==> src/logic/card_xfer_pkg.sv <==
// constants and types for the card parameter transfer sequencer
// Notes on behaviour
// - only a plain FAT card is usable; FAT32 or NTFS give invalid fault on download, card-missing on upload
// - card inserted while policy is zero raises the no-auto-download alarm
// - policy zero skips the automatic download at start-up
// - status LEDs flash while an upload to the card runs
// - control unit fault: fault LED on, ready LED off
// - mode selector: 0 ready, 1 quick, 2 inverter, 30 transfer, 95 safety
// - clone file index runs 0 to 99, one file per value
// - working parameters are saved from RAM to EEPROM before any upload
// - upload control: 0 off, 1 panel transfer, 2 EEPROM to card
// - upload success clears mode selector and upload control, ready LED on
// - upload failure raises card-missing or EEPROM fault, fault LED on
// - download control: 0 off, 1 from panel, 2 card into EEPROM
// - operating commands are ignored while a download runs
// - a running download cannot be aborted
// - unloadable contents raise incompatible fault, record first rejected
// - failed download restores the set previously held in EEPROM
// - download success clears mode and download control, ready LED on
// - download failure raises one of four faults, fault LED on
// - automatic download loads all parameters including fail-safe ones
// - policy: 0 inhibit, 1 once (default, then cleared), 2 every start-up
// - automatic download uses clone file zero, skipped when it is absent
`default_nettype none
package card_xfer_pkg;
    localparam int unsigned CLK_HZ         = 40_000_000;
    localparam int unsigned FLASH_HALF_MS  = 250;
    localparam int unsigned FLASH_HALF_CYC = CLK_HZ / 1000 * FLASH_HALF_MS;
    localparam int          FLASH_W        = 24;
    localparam logic [2:0]  BOOT_WAIT      = 3'h6;

    localparam logic [7:0] OFS_MODE   = 8'h00;
    localparam logic [7:0] OFS_CLONE  = 8'h04;
    localparam logic [7:0] OFS_UPCTL  = 8'h08;
    localparam logic [7:0] OFS_DNCTL  = 8'h0c;
    localparam logic [7:0] OFS_POLICY = 8'h10;
    localparam logic [7:0] OFS_STATUS = 8'h14;
    localparam logic [7:0] OFS_REJECT = 8'h18;

    localparam logic [6:0] MODE_READY    = 7'h00;
    localparam logic [6:0] MODE_QUICK    = 7'h01;
    localparam logic [6:0] MODE_INVERTER = 7'h02;
    localparam logic [6:0] MODE_TRANSFER = 7'h1e;
    localparam logic [6:0] MODE_SAFETY   = 7'h5f;
    localparam logic [6:0] CLONE_RST     = 7'h00;
    localparam logic [6:0] CLONE_MAX     = 7'h63;
    localparam logic [1:0] CTL_OFF       = 2'h0;
    localparam logic [1:0] CTL_PANEL     = 2'h1;
    localparam logic [1:0] CTL_CARD      = 2'h2;
    localparam logic [1:0] POL_INHIBIT   = 2'h0;
    localparam logic [1:0] POL_ONCE      = 2'h1;
    localparam logic [1:0] POL_ALWAYS    = 2'h2;
    localparam logic [1:0] FS_FAT        = 2'h1;

    localparam logic [15:0] FLT_NONE      = 16'h0000;
    localparam logic [15:0] FLT_EEPROM    = 16'h0033;
    localparam logic [15:0] FLT_NO_CARD   = 16'h003d;
    localparam logic [15:0] FLT_INVALID   = 16'h003e;
    localparam logic [15:0] FLT_INCOMPAT  = 16'h003f;
    localparam logic [15:0] ALARM_NO_AUTO = 16'h0234;

    typedef enum logic [1:0] {OP_SAVE, OP_UPLOAD, OP_DOWNLOAD, OP_RESTORE}
        xfer_op_t;
    typedef enum logic [2:0] {ERR_NONE, ERR_EEPROM, ERR_NO_CARD, ERR_INVALID,
        ERR_INCOMPAT} xfer_err_t;
    typedef enum logic [2:0] {MC_READY, MC_QUICK, MC_INVERTER, MC_TRANSFER,
        MC_SAFETY, MC_OTHER} mode_class_t;
    typedef enum logic [2:0] {ST_BOOT, ST_IDLE, ST_SAVE, ST_UPLOAD,
        ST_DOWNLOAD, ST_RESTORE} state_t;

    typedef struct packed {
        logic       valid;
        xfer_op_t   op;
        logic [6:0] file;
        logic       all_params;
    } xfer_req_t;

    typedef struct packed {
        logic        done;
        xfer_err_t   err;
        logic [15:0] reject;
    } xfer_rsp_t;

    typedef struct packed {
        logic ready;
        logic fault;
    } led_t;
endpackage
`default_nettype wire

==> src/logic/card_param_xfer.sv <==
// sequencer moving parameter sets between EEPROM and the memory card
//
// The APB register port and the address map are this design's own decisions.
`default_nettype none
module card_param_xfer
    import card_xfer_pkg::*;
#(
    parameter int unsigned FLASH_CYCLES = FLASH_HALF_CYC
)
(
    input  wire logic        pclk,          // 40 MHz clock
    input  wire logic        presetn,       // async reset, active low
    input  wire logic        psel,          // apb select
    input  wire logic        penable,       // apb access phase
    input  wire logic        pwrite,        // apb direction
    input  wire logic [7:0]  paddr,         // apb byte address
    input  wire logic [31:0] pwdata,        // apb write data
    output var  logic [31:0] prdata,        // apb read data
    output var  logic        pready,        // apb ready
    output var  logic        pslverr,       // apb error, unmapped address
    input  wire logic        card_present,  // card detect pin
    input  wire logic [1:0]  card_fs,       // card file system type
    input  wire logic        card_file_ok,  // file xfer_req.file exists
    output var  xfer_req_t   xfer_req,      // request to transfer engine
    input  wire xfer_rsp_t   xfer_rsp,      // answer from transfer engine
    input  wire logic        ctrl_fault,    // control unit fault state
    input  wire logic        cmd_valid,     // operating command offered
    output var  logic        cmd_accept,    // operating command taken
    output var  led_t        leds           // ready and fault LEDs
);

    typedef struct packed {
        state_t              st;
        logic [2:0]          wait_cnt;
        logic                auto_dl;
        logic [15:0]         pend_flt;
        logic [6:0]          mode;
        logic [6:0]          clone;
        logic [1:0]          upctl;
        logic [1:0]          dnctl;
        logic [1:0]          policy;
        logic [15:0]         fault;
        logic                alarm;
        logic [15:0]         reject;
        logic [2:0]          card_sync;
        logic                card;
        logic [FLASH_W-1:0]  flash_cnt;
        logic                flash_ph;
        xfer_req_t           req;
        led_t                led;
        logic                cmd_ok;
        logic                pready;
        logic                pslverr;
        logic [31:0]         prdata;
    } regs_t;

    regs_t s_q;
    regs_t s_d;

    function automatic mode_class_t mode_class(input logic [6:0] m);
        unique case (m)
            MODE_READY:    mode_class = MC_READY;
            MODE_QUICK:    mode_class = MC_QUICK;
            MODE_INVERTER: mode_class = MC_INVERTER;
            MODE_TRANSFER: mode_class = MC_TRANSFER;
            MODE_SAFETY:   mode_class = MC_SAFETY;
            default:       mode_class = MC_OTHER;
        endcase
    endfunction

    function automatic logic [15:0] dl_fault(input xfer_err_t e);
        unique case (e)
            ERR_NO_CARD:  dl_fault = FLT_NO_CARD;
            ERR_INVALID:  dl_fault = FLT_INVALID;
            ERR_INCOMPAT: dl_fault = FLT_INCOMPAT;
            default:      dl_fault = FLT_EEPROM;
        endcase
    endfunction

    function automatic logic map_ok(input logic [7:0] a);
        map_ok = (a == OFS_MODE) || (a == OFS_CLONE) || (a == OFS_UPCTL)
            || (a == OFS_DNCTL) || (a == OFS_POLICY) || (a == OFS_STATUS)
            || (a == OFS_REJECT);
    endfunction

    logic busy;
    logic card_ok;
    logic wr;
    logic faulted;
    assign busy    = s_q.st != ST_IDLE;
    // a FAT32 or NTFS card is unusable; download faults it as invalid, upload as no card
    assign card_ok = s_q.card && (card_fs == FS_FAT);
    assign wr      = psel && penable && pwrite && s_q.pready && !s_q.pslverr;
    assign faulted = (s_q.fault != FLT_NONE) || ctrl_fault;

    always_comb
    begin
        s_d = s_q;
        s_d.pready  = 1'b0;
        s_d.pslverr = 1'b0;

        // card detect: three stages, a change counts when the last two agree
        s_d.card_sync = {s_q.card_sync[1:0], card_present};
        if (s_q.card_sync[1] == s_q.card_sync[2])
        begin
            s_d.card = s_q.card_sync[2];
        end

        if (s_q.flash_cnt == FLASH_W'(FLASH_CYCLES - 1))
        begin
            s_d.flash_cnt = '0;
            s_d.flash_ph  = !s_q.flash_ph;
        end
        else
        begin
            s_d.flash_cnt = s_q.flash_cnt + 1'b1;
        end

        // read data is captured in the setup phase, so no wait states
        if (psel && !penable)
        begin
            s_d.pready  = 1'b1;
            s_d.pslverr = !map_ok(paddr);
            s_d.prdata  = '0;
            unique case (paddr)
                OFS_MODE:   s_d.prdata[6:0] = s_q.mode;
                OFS_CLONE:  s_d.prdata[6:0] = s_q.clone;
                OFS_UPCTL:  s_d.prdata[1:0] = s_q.upctl;
                OFS_DNCTL:  s_d.prdata[1:0] = s_q.dnctl;
                OFS_POLICY: s_d.prdata[1:0] = s_q.policy;
                OFS_STATUS: s_d.prdata = {s_q.alarm ? ALARM_NO_AUTO : 16'h0000,
                    s_q.fault};
                OFS_REJECT: s_d.prdata[15:0] = s_q.reject;
                default:    s_d.prdata = '0;
            endcase
        end

        if (wr)
        begin
            unique case (paddr)
                OFS_MODE:
                begin
                    if (!busy)
                    begin
                        s_d.mode = pwdata[6:0];
                    end
                end
                OFS_CLONE:
                begin
                    if (!busy && pwdata[31:7] == '0
                        && pwdata[6:0] <= CLONE_MAX)
                    begin
                        s_d.clone = pwdata[6:0];
                    end
                end
                OFS_UPCTL:
                begin
                    if (!busy && pwdata[31:2] == '0 && pwdata[1:0] <= CTL_CARD)
                    begin
                        s_d.upctl = pwdata[1:0];
                    end
                end
                OFS_DNCTL:
                begin
                    // writes while busy are dropped, so no abort is possible
                    if (!busy && pwdata[31:2] == '0 && pwdata[1:0] <= CTL_CARD)
                    begin
                        s_d.dnctl = pwdata[1:0];
                    end
                end
                OFS_POLICY:
                begin
                    if (pwdata[31:2] == '0 && pwdata[1:0] <= POL_ALWAYS)
                    begin
                        s_d.policy = pwdata[1:0];
                    end
                end
                OFS_STATUS:
                begin
                    if (pwdata[0])
                    begin
                        s_d.fault = FLT_NONE;
                    end
                    if (pwdata[1])
                    begin
                        s_d.alarm = 1'b0;
                    end
                end
                default:
                begin
                end
            endcase
        end

        // events come after the software clears so that a set wins
        if (s_d.card && !s_q.card && s_q.st != ST_BOOT
            && s_q.policy == POL_INHIBIT)
        begin
            s_d.alarm = 1'b1;
        end

        s_d.cmd_ok = cmd_valid
            && !(s_q.st inside {ST_DOWNLOAD, ST_RESTORE});

        unique case (s_q.st)
            ST_BOOT:
            begin
                // give the card detect time to settle before deciding
                if (s_q.wait_cnt != BOOT_WAIT)
                begin
                    s_d.wait_cnt = s_q.wait_cnt + 1'b1;
                end
                else if (s_q.policy != POL_INHIBIT && card_ok
                    && card_file_ok)
                begin
                    s_d.st      = ST_DOWNLOAD;
                    s_d.auto_dl = 1'b1;
                    s_d.req     = '{1'b1, OP_DOWNLOAD, 7'h00, 1'b1};
                end
                else
                begin
                    s_d.st = ST_IDLE;
                end
            end
            ST_IDLE:
            begin
                if (mode_class(s_q.mode) == MC_TRANSFER)
                begin
                    if (s_q.upctl == CTL_CARD)
                    begin
                        if (card_ok)
                        begin
                            s_d.st  = ST_SAVE;
                            s_d.req = '{1'b1, OP_SAVE, s_q.clone, 1'b0};
                        end
                        else
                        begin
                            s_d.fault = FLT_NO_CARD;
                            s_d.upctl = CTL_OFF;
                        end
                    end
                    else if (s_q.dnctl == CTL_CARD)
                    begin
                        if (!s_q.card)
                        begin
                            s_d.fault = FLT_NO_CARD;
                            s_d.dnctl = CTL_OFF;
                        end
                        else if (!card_ok)
                        begin
                            s_d.fault = FLT_INVALID;
                            s_d.dnctl = CTL_OFF;
                        end
                        else
                        begin
                            s_d.st  = ST_DOWNLOAD;
                            s_d.req = '{1'b1, OP_DOWNLOAD, s_q.clone, 1'b0};
                        end
                    end
                end
            end
            ST_SAVE:
            begin
                if (xfer_rsp.done)
                begin
                    if (xfer_rsp.err == ERR_NONE)
                    begin
                        s_d.st     = ST_UPLOAD;
                        s_d.req.op = OP_UPLOAD;
                    end
                    else
                    begin
                        s_d.st        = ST_IDLE;
                        s_d.req.valid = 1'b0;
                        s_d.fault     = FLT_EEPROM;
                        s_d.upctl     = CTL_OFF;
                    end
                end
            end
            ST_UPLOAD:
            begin
                if (xfer_rsp.done)
                begin
                    s_d.st        = ST_IDLE;
                    s_d.req.valid = 1'b0;
                    s_d.upctl     = CTL_OFF;
                    if (xfer_rsp.err == ERR_NONE)
                    begin
                        s_d.mode = MODE_READY;
                    end
                    else
                    begin
                        s_d.fault = (xfer_rsp.err == ERR_NO_CARD)
                            ? FLT_NO_CARD : FLT_EEPROM;
                    end
                end
            end
            ST_DOWNLOAD:
            begin
                if (xfer_rsp.done)
                begin
                    if (xfer_rsp.err == ERR_NONE)
                    begin
                        s_d.st        = ST_IDLE;
                        s_d.req.valid = 1'b0;
                        s_d.auto_dl   = 1'b0;
                        if (s_q.auto_dl)
                        begin
                            if (s_q.policy == POL_ONCE)
                            begin
                                s_d.policy = POL_INHIBIT;
                            end
                        end
                        else
                        begin
                            s_d.mode  = MODE_READY;
                            s_d.dnctl = CTL_OFF;
                        end
                    end
                    else
                    begin
                        s_d.st       = ST_RESTORE;
                        s_d.req.op   = OP_RESTORE;
                        s_d.pend_flt = dl_fault(xfer_rsp.err);
                        if (xfer_rsp.err == ERR_INCOMPAT)
                        begin
                            s_d.reject = xfer_rsp.reject;
                        end
                    end
                end
            end
            ST_RESTORE:
            begin
                if (xfer_rsp.done)
                begin
                    s_d.st        = ST_IDLE;
                    s_d.req.valid = 1'b0;
                    s_d.auto_dl   = 1'b0;
                    s_d.dnctl     = CTL_OFF;
                    s_d.fault     = (xfer_rsp.err == ERR_NONE)
                        ? s_q.pend_flt : FLT_EEPROM;
                end
            end
        endcase

        // a fault outranks the upload flashing pattern
        if (faulted)
        begin
            s_d.led = '{1'b0, 1'b1};
        end
        else if (s_q.st inside {ST_SAVE, ST_UPLOAD})
        begin
            s_d.led = '{s_q.flash_ph, !s_q.flash_ph};
        end
        else
        begin
            s_d.led = '{s_q.st == ST_IDLE, 1'b0};
        end
    end

    always_ff @(posedge pclk or negedge presetn)
    begin
        if (!presetn)
        begin
            s_q        <= '0;
            s_q.st     <= ST_BOOT;
            s_q.clone  <= CLONE_RST;
            s_q.policy <= POL_ONCE;
        end
        else
        begin
            s_q <= s_d;
        end
    end

    assign prdata     = s_q.prdata;
    assign pready     = s_q.pready;
    assign pslverr    = s_q.pslverr;
    assign xfer_req   = s_q.req;
    assign cmd_accept = s_q.cmd_ok;
    assign leds       = s_q.led;
endmodule
`default_nettype wire

==> config.mk <==
export PLATFORM = sky130hd
export DESIGN_NAME = card_param_xfer
export DESIGN_NICKNAME = d
export VERILOG_FILES = /design/src/logic/card_xfer_pkg.sv /design/src/logic/card_param_xfer.sv
export SDC_FILE = /design/constraint.sdc
export NUM_CORES = 1
export LEC_CHECK = 0
export BUFFER_PORTS_ARGS = -buffer_cell sky130_fd_sc_hd__buf_2
export CORE_MARGIN = 2
export CORE_UTILIZATION = 56
export CTS_CLUSTER_DIAMETER = 40
export DETAILED_ROUTE_END_ITERATION = 6
export GPL_TIMING_DRIVEN = 1
export PLACE_DENSITY = 0.8
export SYNTH_ARGS = -nofsm -noshare
export SYNTH_HDL_FRONTEND = slang
export SYNTH_SLANG_ARGS = --single-unit
==> constraint.sdc <==
create_clock -name pclk -period 2.6 [get_ports pclk]
set_input_delay 0.78 -clock pclk [delete_from_list [all_inputs] [get_ports pclk]]
set_output_delay 0.78 -clock pclk [all_outputs]
set_load 0.005 [all_outputs]
Word-level counts from Yosys, hierarchy flattened:

Cells that the tools add are included.
Widths: inputs -> output; s select.

* register bits after elaboration: 153
* output and inout port bits: 48
* bits of input ports: 71
* word-level logic and storage cells: 236

* muxes and demuxes: 103
* bitwise gates (word level): 1
* order comparisons: 2
* equal/unequal tests: 42
* reductions and logical operators: 60
* $add $sub $neg: 2

Operators by type and width (count)
* $mux 16: 14
* $mux 11: 8
* $pmux 16 s4: 1
* $mux 7: 8
* $mux 2: 25
* $mux 24: 2
* $mux 3: 15
* $mux 37: 1
* $mux 34: 1
* $logic_not 30->1: 1
* $pmux 3 s5: 2
* $logic_not 25->1: 1
* $add 24x1->24 const B: 1
* $eq 24x24->1 const B: 1
* $eq 8x5->1 const B: 3
* $reduce_and 12->1: 2
* $mux 10: 2
* $pmux 5 s4: 1
* $ne 2x2->1 const B: 9
* $pmux 9 s2: 1
* $logic_and 1x1->1: 17
* $mux 17: 1
* $eq 8x4->1 const B: 2
* $mux 4: 4
* other kinds (44): 87

Longest topological paths before layout:

Gate-level depths: netlist of the first run.

* depth after elaboration: 13
* gate-level depth with buffers: 7

Worst setup path after synthesis of the first run:

Ideal clock, no wire load.

* kind: in2reg
* from: input xfer_rsp[17] (netlist name)
* to: register s_q[83] (netlist name)
* data required time: 2.475 ns
* cell stages on the path: 6
* path slack: 0.329 ns
* arrival time: 2.146 ns
* setup time: 0.125 ns
* path buffers: 2
* cells stage by stage: buf_2 or3_1 and3_1 nand3_2 buf_4 mux2_2

* cells in the longest elaborated chain, start to end: 3
* elaborated cells between the ends (all ways): 4
* classes of those cells: eq/ne: 1; bitwise: 1; reduce/logical: 2

RTL lines
* start, declared: RTL line card_param_xfer.sv:25 `input wire xfer_rsp_t xfer_rsp,`
* $logic_not 3->1: RTL line card_param_xfer.sv:302 `if (xfer_rsp.err == ERR_NONE)`
* $not 1->1 (no line)
* $reduce_and 4->1 (no line) *
* end, declared: RTL line card_param_xfer.sv:57 `regs_t s_q;`

Mark *: on every way between the ends. The rest lies on a longest branch, timed or not.
A chain may end at the register's enable or synchronous reset.

==> results.md, run 1 <==
- Filler instances: around 850
- Height of the die: between 100 and 150 µm
- Worst r2r src: s_q[152]
- Mean number of vias per cell: approximately 6
- Total CTS buffers: 17
- Area Overhead vs Synth: 16.79%
- Slowest stage cell, crit path: dfrtp_1
- WL per Instance: 18.00 µm
- Reg2Reg Depth: 5
- Vias in the first global route: between 5,000 and 6,000
- Max-slew headroom: 57.25%
- Largest net degree at the start of global routing: 42
- Final hold violation count: 0
- Post-Route WL: ~16,000 µm
- Die area: 12,790 µm²
- Yosys reg bits: around 130
- Placed inst area: 7188 µm²
- Met1 Wirelength: just under 7000 µm
- Synthesized area: 6663 µm²
- First-pass GRT wire length: between 20,000 and 30,000 µm
- Layout Cell Area excl Fill: 7781 µm²
- Synth area leaders: dfrtp_1, buf_4, mux2_2, nor2_1, mux2i_1
- Root Driver: clkbuf_16
- Post-cts repair resize count: 0
- CP arrival: between 2 and 3 ns
- Ant diodes: 0
- Number of synthesized flops with an enable pin: 0
- Worst R2R End: s_q[106]
- Sequential-to-total area share from yosys stat: 47.34%
- Multi-input gate area: 3025 µm²
- PD cells: about 600 nW/µm²
- Core Area: 11,520 µm²
- Fmax: approximately 460 MHz
- Cts hold-fix bufs: 0
- Top cell type's share of synthesized area: 46.95%
- Crit. Startpoint: s_q[152]
- Failing checks: DRC
- Worst vdd ir: about 0.41 mV
- Rows: 39
- Pins Over Slew Limit: 0
- Io pins: approximately 120
- CTS tree: built
- Asr flop ratio synth: 100.0%
- Worst Tran Pin Value: ~0.64 ns
- Share of layout cells above drive strength 1: 28.97%
- Critical Path Start Type: register
- DRC viols: 15
- Clock slew at reported path FFs: approximately 0.060 ns
- Drt initial violations: 545
- Top Layer Used: met4
- Post-synth cell types: a little under 80
- Die width: ~110 µm
- Most used DFF post-synth: dfrtp_1
- Maxcap violations: 0
- Worst Hold Class: in -> async
- Clock Skew: about 0.0066 ns
- Crit end category: register
- Final net count: slightly above 800
- Reg-to-reg slack, setup: between 0.4 and 0.5 ns
- WL met3: ~1200 µm
- Clock period minus final worst setup slack: roughly 2.2 ns
- CP cell instances: clkinv_1 > nand2_1 > o21ai_0 > a211oi_2 > and2_1
- Initial Util: between 50% and 60%
- Metal2 WL: ~7700 µm
- Clock latency on the worst-skew pair: approximately 0.43 ns
- Max Root-Sink Buffers: 2
- Tcrit/Tclk final: just over 80%
- GP Congestion: between 0.9 and 1
- Antenna-violating nets left: 0
- Required @ worst endpoint: approximately 3.0 ns
- Reg area: 3154 µm²
- Clk sinks: ~130
- Hold_ws: 0.3216 ns
- CP max FO: 18
- Setup Fix Bufs, Post-CTS: 0
- Total GRT Usage: around a quarter
- H-tree depth: 4
- Global route total overflow: 0
- Post-Syn Area per Cell: between 10 and 15 µm²
- Initial antenna violation count: 0
- Final TNS setup: 0 ns
- Vias: 5,419
- Synthesized instance count: 649
- YS warnings: 0
- CP Class: reg -> reg
- Final core utilization: between 60% and 70%
- Dpl hpwl: ~12,000 µm
- Crit-path max cell delay: approximately 0.75 ns
- RSZ-0062 raised after global routing: false
- DRT Pass-1 Iters: 7
- IO buf count: ~110
- Area leader, netlist: dfrtp_1
- Total power: approximately 4.6 mW
- Setup Viol. Count Final: 0
- Status: complete, but fails checks
- Leakage Power: 3.850 nW
per-stage QoR:
stage,setup slack (ns),instances
6_report,0.4399,899
5_1_grt,0.3109,899
4_1_cts,0.5083,899
3_5_place_dp,0.09196,867
3_3_place_gp,0.1375,867
2_1_floorplan,0.3294,660
synth_stat cells, types with 15 or more instances:
master	instances
mux2i_1	23
nand3_1	30
buf_4	47
nand2_1	41
mux2_2	25
o21ai_0	22
a21oi_1	16
dfrtp_1	125
nor3_1	19
nor2_1	62
nand4_1	15
layout by cell type (no fill, tap or decap), types with 7 or more instances in the layout:
master	netlist	layout
a221oi_1	10	10
xnor2_1	14	14
or3_1	7	7
dfrtp_1	125	125
mux2_2	25	25
xor2_1	10	10
nand2_1	41	41
buf_4	47	25
conb_1	1	12
nor2_1	62	62
nand4_1	15	15
nor4_1	12	12
nand2b_1	7	7
and2_1	11	11
inv_1	14	14
buf_2	8	105
nand3_1	30	30
mux2i_1	23	23
nor3_1	19	19
o21ai_0	22	22
a21oi_1	16	16
clkbuf_16	0	17
critical path, delay by kind of cell, from the launching register on:
family                 cells  cell delay (ns)
AO/OA/AOI/OAI              2             0.74
buffers and inverters      1             0.19
flip-flops                 1             0.75
AND/OR/NAND/NOR            2             0.40
registers in the layout, summed over array words and instances, names as in the netlist:
signal and count:
pslverr 1, s_d 2, s_q 91, pready 1
prdata 17, xfer_req 11, cmd_accept 1, leds 2
worst max-delay path by stage:
| stage | to | slack [ns] |
|---|---|---|
| finish | s_q[106] | 0.44 |
| global route | s_q[146] | 0.31 |
| CTS | s_q[123] | 0.51 |
| detailed placement | s_q[111] | 0.09 |
| global placement | s_q[98] | 0.14 |
| floorplan | s_q[83] | 0.33 |
final cells by class:
cell class / instances / share of cell area [%]
multi-input cells: 450 / 38.88
well taps: 143 / 2.299
clock inverters: 15 / 2.155
repair buffers: 133 / 9.937
inverters: 15 / 0.7236
clock buffers: 17 / 5.467
flip-flops and latches: 126 / 40.54
layer usage:
metal | global-route usage (%) | vias to the layer above
met3 | 5.570 | 31
met2 | 43.07 | 284
met1 | 35.05 | 2616
li1 | - | 2488
met4 | 10.49 | 0
met5 | 0 | -
kinds of logic (layout without fill, tap and decap cells):
group	after synthesis	count (layout)	synth area share, %
AO/OA/AOI/OAI	104	104	11.16
XOR/XNOR	24	24	3.155
adder cells (fa/ha/maj)	3	3	0.5634
buffers and inverters	84	180	7.869
flip-flops	126	126	47.34
multiplexers	49	49	8.019
other	1	12	0.05628
AND/OR/NAND/NOR	258	258	21.84
power by group:
part	switching, mW	internal (mW)
logic	0.150	0.102
registers	0.0171	1.99
clock network	1.00	1.37
total	1.17	3.46
(Power assumes the default switching activity.)
==> run 2: changes to the inputs <==
clock period = 2 ns   (was 2.6 ns; I/O delays follow)
==> run 2 against run 1 <==
Compared with the run above:
- the flow still finishes with violations (DRC)
- register-to-register slack worse by 0.39 ns
- non-clock buffer count is 52 higher
- combinational power rose by 48%
- total power grew 33%
- wire length is 9.4% higher
- worst setup slack got worse by 0.39 ns
- clock skew is 0.0020 ns higher
- maximum frequency increased by 11%
- first-iteration DRC count is 0.18% higher
==> results.md, run 2 (same netlist as run 1, synthesis figures left out) <==
- Ant diodes: 0
- Initial Util: between 50% and 60%
- Die width: roughly 110 µm
- CP max FO: 4
- Cts hold-fix bufs: 0
- Largest net degree at the start of global routing: just under 60
- Mean number of vias per cell: between 6 and 7
- Non-filler instance count after layout: roughly 950
- CP Class: reg -> reg
- Placed inst area: 7579 µm²
- Clk sinks: around 130
- Total CTS buffers: 17
- CTS tree: built
- IO buf count: 106
- DRT Pass-1 Iters: 7
- Share of layout cells above drive strength 1: 34.53%
- Vias: roughly 5,700
- Most common library cell in the layout ignoring fill and taps: dfrtp_1
- Clock Skew: a little under 0.009 ns
- Height of the die: 113.1 µm
- Area Overhead vs Synth: 23.32%
- Dpl hpwl: 12,640 µm
- Reg area: about 3200 µm²
- Initial antenna violation count: 0
- Final core utilization: between 70% and 80%
- Pins Over Slew Limit: 0
- First-pass GRT wire length: 28,590 µm
- Clock latency on the worst-skew pair: roughly 0.43 ns
- Maxcap violations: 0
- Global route total overflow: 0
- Leakage Power: roughly 4.1 nW
- Drt initial violations: 546
- CP arrival: 2.25 ns
- Setup Viol. Count Final: 0
- Vias in the first global route: between 5,000 and 6,000
- Antenna-violating nets left: 0
- Total GRT Usage: approximately 28%
- Io pins: 119
- Final TNS setup: 0 ns
- Tcrit/Tclk final: ~97%
- GP Congestion: 0.8838
- Final hold violation count: 0
- Crit. Startpoint: s_q[129]
- PD cells: around 750 nW/µm²
- Failing checks: DRC
- Crit end category: register
- Layout Cell Area excl Fill: just over 8000 µm²
- H-tree depth: 4
- WL per Instance: 18.61 µm
- Required @ worst endpoint: 2.30 ns
- Root Driver: clkbuf_16
- Fmax: ~510 MHz
- Clock period minus final worst setup slack: ~2 ns
- Rows: 39
- Commonest non-fill, non-tap cells in the layout: dfrtp_1, buf_2, buf_4, nor2_1, nand2_1
- DRC viols: 13
- Critical Path Start Type: register
- Die area: around 13,000 µm²
- Max Root-Sink Buffers: 2
- Status: complete, but fails checks
- Clock slew at reported path FFs: about 0.06 ns
- Filler instances: 806
- Multi-input gate area: ~3000 µm²
- Core Area: between 10,000 and 15,000 µm²
- Register bank with the most flops: s_q
- Inst Count DP: between 900 and 1,000
- Worst Hold Class: in -> async
- Post-Route WL: ~18,000 µm
- Worst r2r src: s_q[129]
- Final net count: roughly 870
- Max reg flops: about 90
- Total power: between 6 and 7 mW
- Worst vdd ir: approximately 0.45 mV
==> run 2: changes by cell type in the layout (fill, tap and decap cells not counted), sizes merged <==
cell | previous run | this run
buf | 133 | 185
bufinv | 1 | 2
clkinv | 5 | 4
clkinvlp | 0 | 1
inv | 24 | 23
==> run 2: area by class of cell <==
type	count	area share (%)
Tap cell	143	2.178
Clock inverter	15	2.117
Inverter	15	0.6852
Clock buffer	17	5.177
Multi-Input combinational cell	450	37.43
Timing Repair Buffer	185	14.01
Sequential cell	126	38.40
==> run 2: metrics by stage <==
step,setup slack [ns],hold WS [ns]
2_1_floorplan,-0.03059,0.3044
3_3_place_gp,-0.2161,0.3470
3_5_place_dp,-0.2716,0.3584
4_1_cts,0.03887,0.1191
5_1_grt,-0.006592,0.1313
6_report,0.05019,0.1012
==> run 2: critical path, cell delays in order (launching register included) <==
cell,delay [ns]
dfrtp_1,0.41
and4bb_2,0.36
o2111ai_1,0.20
a21bo_2,0.29
or3_1,0.41
a21boi_0,0.15
==> run 2: repair_timing <==
| action | 4_1_cts | 5_1_grt |
|---|---|---|
| setup endpoints to repair | 0 | 23 |
| gates resized for setup | 0 | 4 |
| setup buffers | 0 | 4 |
==> run 2: path summary, 6_finish.rpt <==
check	end	cells after the start	slack [ns]
worst max-delay path	xfer_req[9]	5	0.05
worst min-delay path	s_q[152]	1	0.10
worst max register to register	xfer_req[9]	5	0.05
worst min register to register	s_d[76]	0	0.38
max in group asynchronous	s_q[79]	2	1.25
min in group pclk	s_d[75]	1	0.29
==> run 2: layer usage <==
metal,global-route usage (%),part of all wire [%],up-vias
met1,36.66,40,2824
met2,47.03,49,292
met5,0,0,-
met3,7.284,7.7,49
met4,10.16,3.2,0
li1,-,-,2575
==> run 2: where the power goes <==
part | internal, mW | total [mW] | switching [mW] | leakage [nW]
Sequential | 2.59 | 2.61 | 0.0210 | 1.65
Clock | 1.88 | 3.16 | 1.28 | 0.294
Combinational | 0.159 | 0.372 | 0.213 | 2.16
Total | 4.62 | 6.14 | 1.52 | 4.10
==> run 3: changes to the inputs <==
CORE_UTILIZATION = 40   (was 56)
PLACE_DENSITY = not set   (was 0.8)
==> run 3 against run 2 <==
Compared with the run above:
- the run now ends clean
- utilization fell by 20 points
- die area rose by 38%
- design area rose by 1.6%
- clock power fell by 7.9%
- largest power group unchanged
- worst setup slack improved by 0.031 ns
- clock-buffer cell count rose by 3
- total power fell by 4.1%
- first-iteration DRC count fell by 38%
- highest routed layer unchanged
- clock skew barely moved
- sequential share of layout area fell by 0.62 points
==> results.md, run 3 (same netlist as run 1, synthesis figures left out) <==
- Status: completed
- Maxcap violations: 0
- PD cells: 705.8 nW/µm²
- Largest net degree at the start of global routing: 42
- Cts hold-fix bufs: 0
- Fmax: 521.0 MHz
- Height of the die: 133.1 µm
- WL per Instance: approximately 17 µm
- Initial antenna violation count: 0
- Crit-path max cell delay: ~0.45 ns
- Die width: about 130 µm
- Max-slew headroom: approximately two thirds
- GP Congestion: just under 0.9
- Worst Hold Class: in -> async
- Required @ worst endpoint: 2.31 ns
- Post-Route WL: about 17,000 µm
- Io pins: ~120
- Initial Util: around 41%
- IO buf count: about 110
- Total CTS buffers: 17
- Die area: 17,710 µm²
- Antenna-violating nets left: 0
- RSZ-0062 raised after global routing: false
- Area Overhead vs Synth: 25.30%
- Vias in the first global route: 5,553
- Setup ws final: 0.08076 ns
- Final hold violation count: 0
- Register bank with the most flops: s_q
- Slowest stage cell, crit path: or4_4
- Final TNS setup: 0 ns
- Most common library cell in the layout ignoring fill and taps: dfrtp_1
- Drt initial violations: roughly 340
- Filler instances: 1,504
- Ant diodes: 0
- Clk sinks: 126
- Leakage Power: a little over 4 nW
- Vias: 5,460
- DP Worst Slack: -0.2956 ns
- Global route total overflow: 0
- CP max FO: 9
- Multi-input gate area: slightly above 3000 µm²
- Setup Viol. Count Final: 0
- Mean number of vias per cell: 5.291
- CP cell instances: buf_4 > nor3b_4 > buf_12 > nand4b_1 > or4_4 > mux2i_1 > nor2_1
- Critical Path Start Type: register
- Final net count: 873
- CP Class: reg -> reg
- Final core utilization: roughly half
- Clock latency on the worst-skew pair: around 0.42 ns
- CTS tree: built
- Core Area: around 16,000 µm²
- Clock slew at reported path FFs: 0.06 ns
- Total GRT Usage: between 20 and 25%
- Crit end category: register
- H-tree depth: 4
- Rows: between 40 and 50
- Share of layout cells above drive strength 1: roughly a third
- Worst Tran Pin Value: slightly above 0.5 ns
- Commonest non-fill, non-tap cells in the layout: dfrtp_1, buf_2, buf_4, nor2_1, nand2_1
- Max reg flops: slightly above 90
- Max Root-Sink Buffers: 2
- DRC viols: 0
- DRT Pass-1 Iters: 6
- Reg area: 3154 µm²
- First-pass GRT wire length: between 20,000 and 30,000 µm
- Clock period minus final worst setup slack: 1.919 ns
- Pins Over Slew Limit: 0
- Dpl hpwl: approximately 13,000 µm
- Clock Skew: between 0.008 and 0.009 ns
- Tcrit/Tclk final: 95.96%
- Worst vdd ir: between 0.5 and 0.6 mV
- CP arrival: between 2 and 2.5 ns
- Root Driver: clkbuf_16
==> run 3: changes by cell type in the layout (fill, tap and decap cells not counted), sizes merged <==
cell	previous run	this run
clkinvlp	1	2
inv	23	16
bufinv	2	1
buf	185	189
clkbuf	17	20
clkinv	4	8
==> run 3: area by class of cell <==
cell class	count	area share (%)
flip-flops and latches	126	37.78
multi-input cells	450	36.95
repair buffers	189	14.60
clock buffers	20	5.351
well taps	220	3.297
clock inverters	12	1.349
inverters	15	0.6745
==> run 3: worst paths after layout <==
check	endpoint	cells after the start	slack (ns)	from
worst min register to register	s_d[76]	0	0.36	s_d[75]
worst max register to register	s_q[115]	7	0.08	s_q[152]
max in group asynchronous	s_q[64]	2	1.29	presetn
worst max-delay path	s_q[115]	7	0.08	s_q[152]
min in group pclk	s_d[75]	1	0.28	card_present
worst min-delay path	s_d[75]	1	0.13	presetn
==> run 3: stage by stage <==
| stage | std cells | cell area (µm²) | power, mW | hold slack, ns |
|---|---|---|---|---|
| 6_report | 1032 | 8348 | 5.892 | 0.1319 |
| 5_1_grt | 1032 | 8348 | 6.099 | 0.1594 |
| 4_1_cts | 1027 | 8294 | 5.946 | 0.1348 |
| 3_5_place_dp | 995 | 7735 | 3.032 | 0.3457 |
| 3_3_place_gp | 995 | 7735 | 3.021 | 0.3375 |
| 2_1_floorplan | 660 | 6760 | 2.827 | 0.3044 |
==> run 3: metal layers <==
metal  share of wire (%)  vias to the layer above  track usage (%)
met1                  44                     2677            26.34
met2                  49                      179            33.79
met4                 1.7                        0            7.168
li1                    -                     2581                -
met5                   0                        -                0
met3                 5.6                       23            4.215
==> run 3: repair_timing <==
item | CTS | global route
endpoints found under the setup margin | 0 | 14
setup buffers | 0 | 5
resized for setup | 0 | 4
==> run 3: report_power, final <==
group | switching [mW] | internal [mW]
clock network | 1.16 | 1.75
registers | 0.0205 | 2.59
logic | 0.208 | 0.167
==> run 3: critical path, delay by kind of cell, from the launching register on <==
| kind | cells | cell delay [ns] |
|---|---|---|
| multiplexers | 1 | 0.18 |
| AND/OR/NAND/NOR | 4 | 0.86 |
| buffers and inverters | 2 | 0.34 |
| flip-flops | 1 | 0.41 |
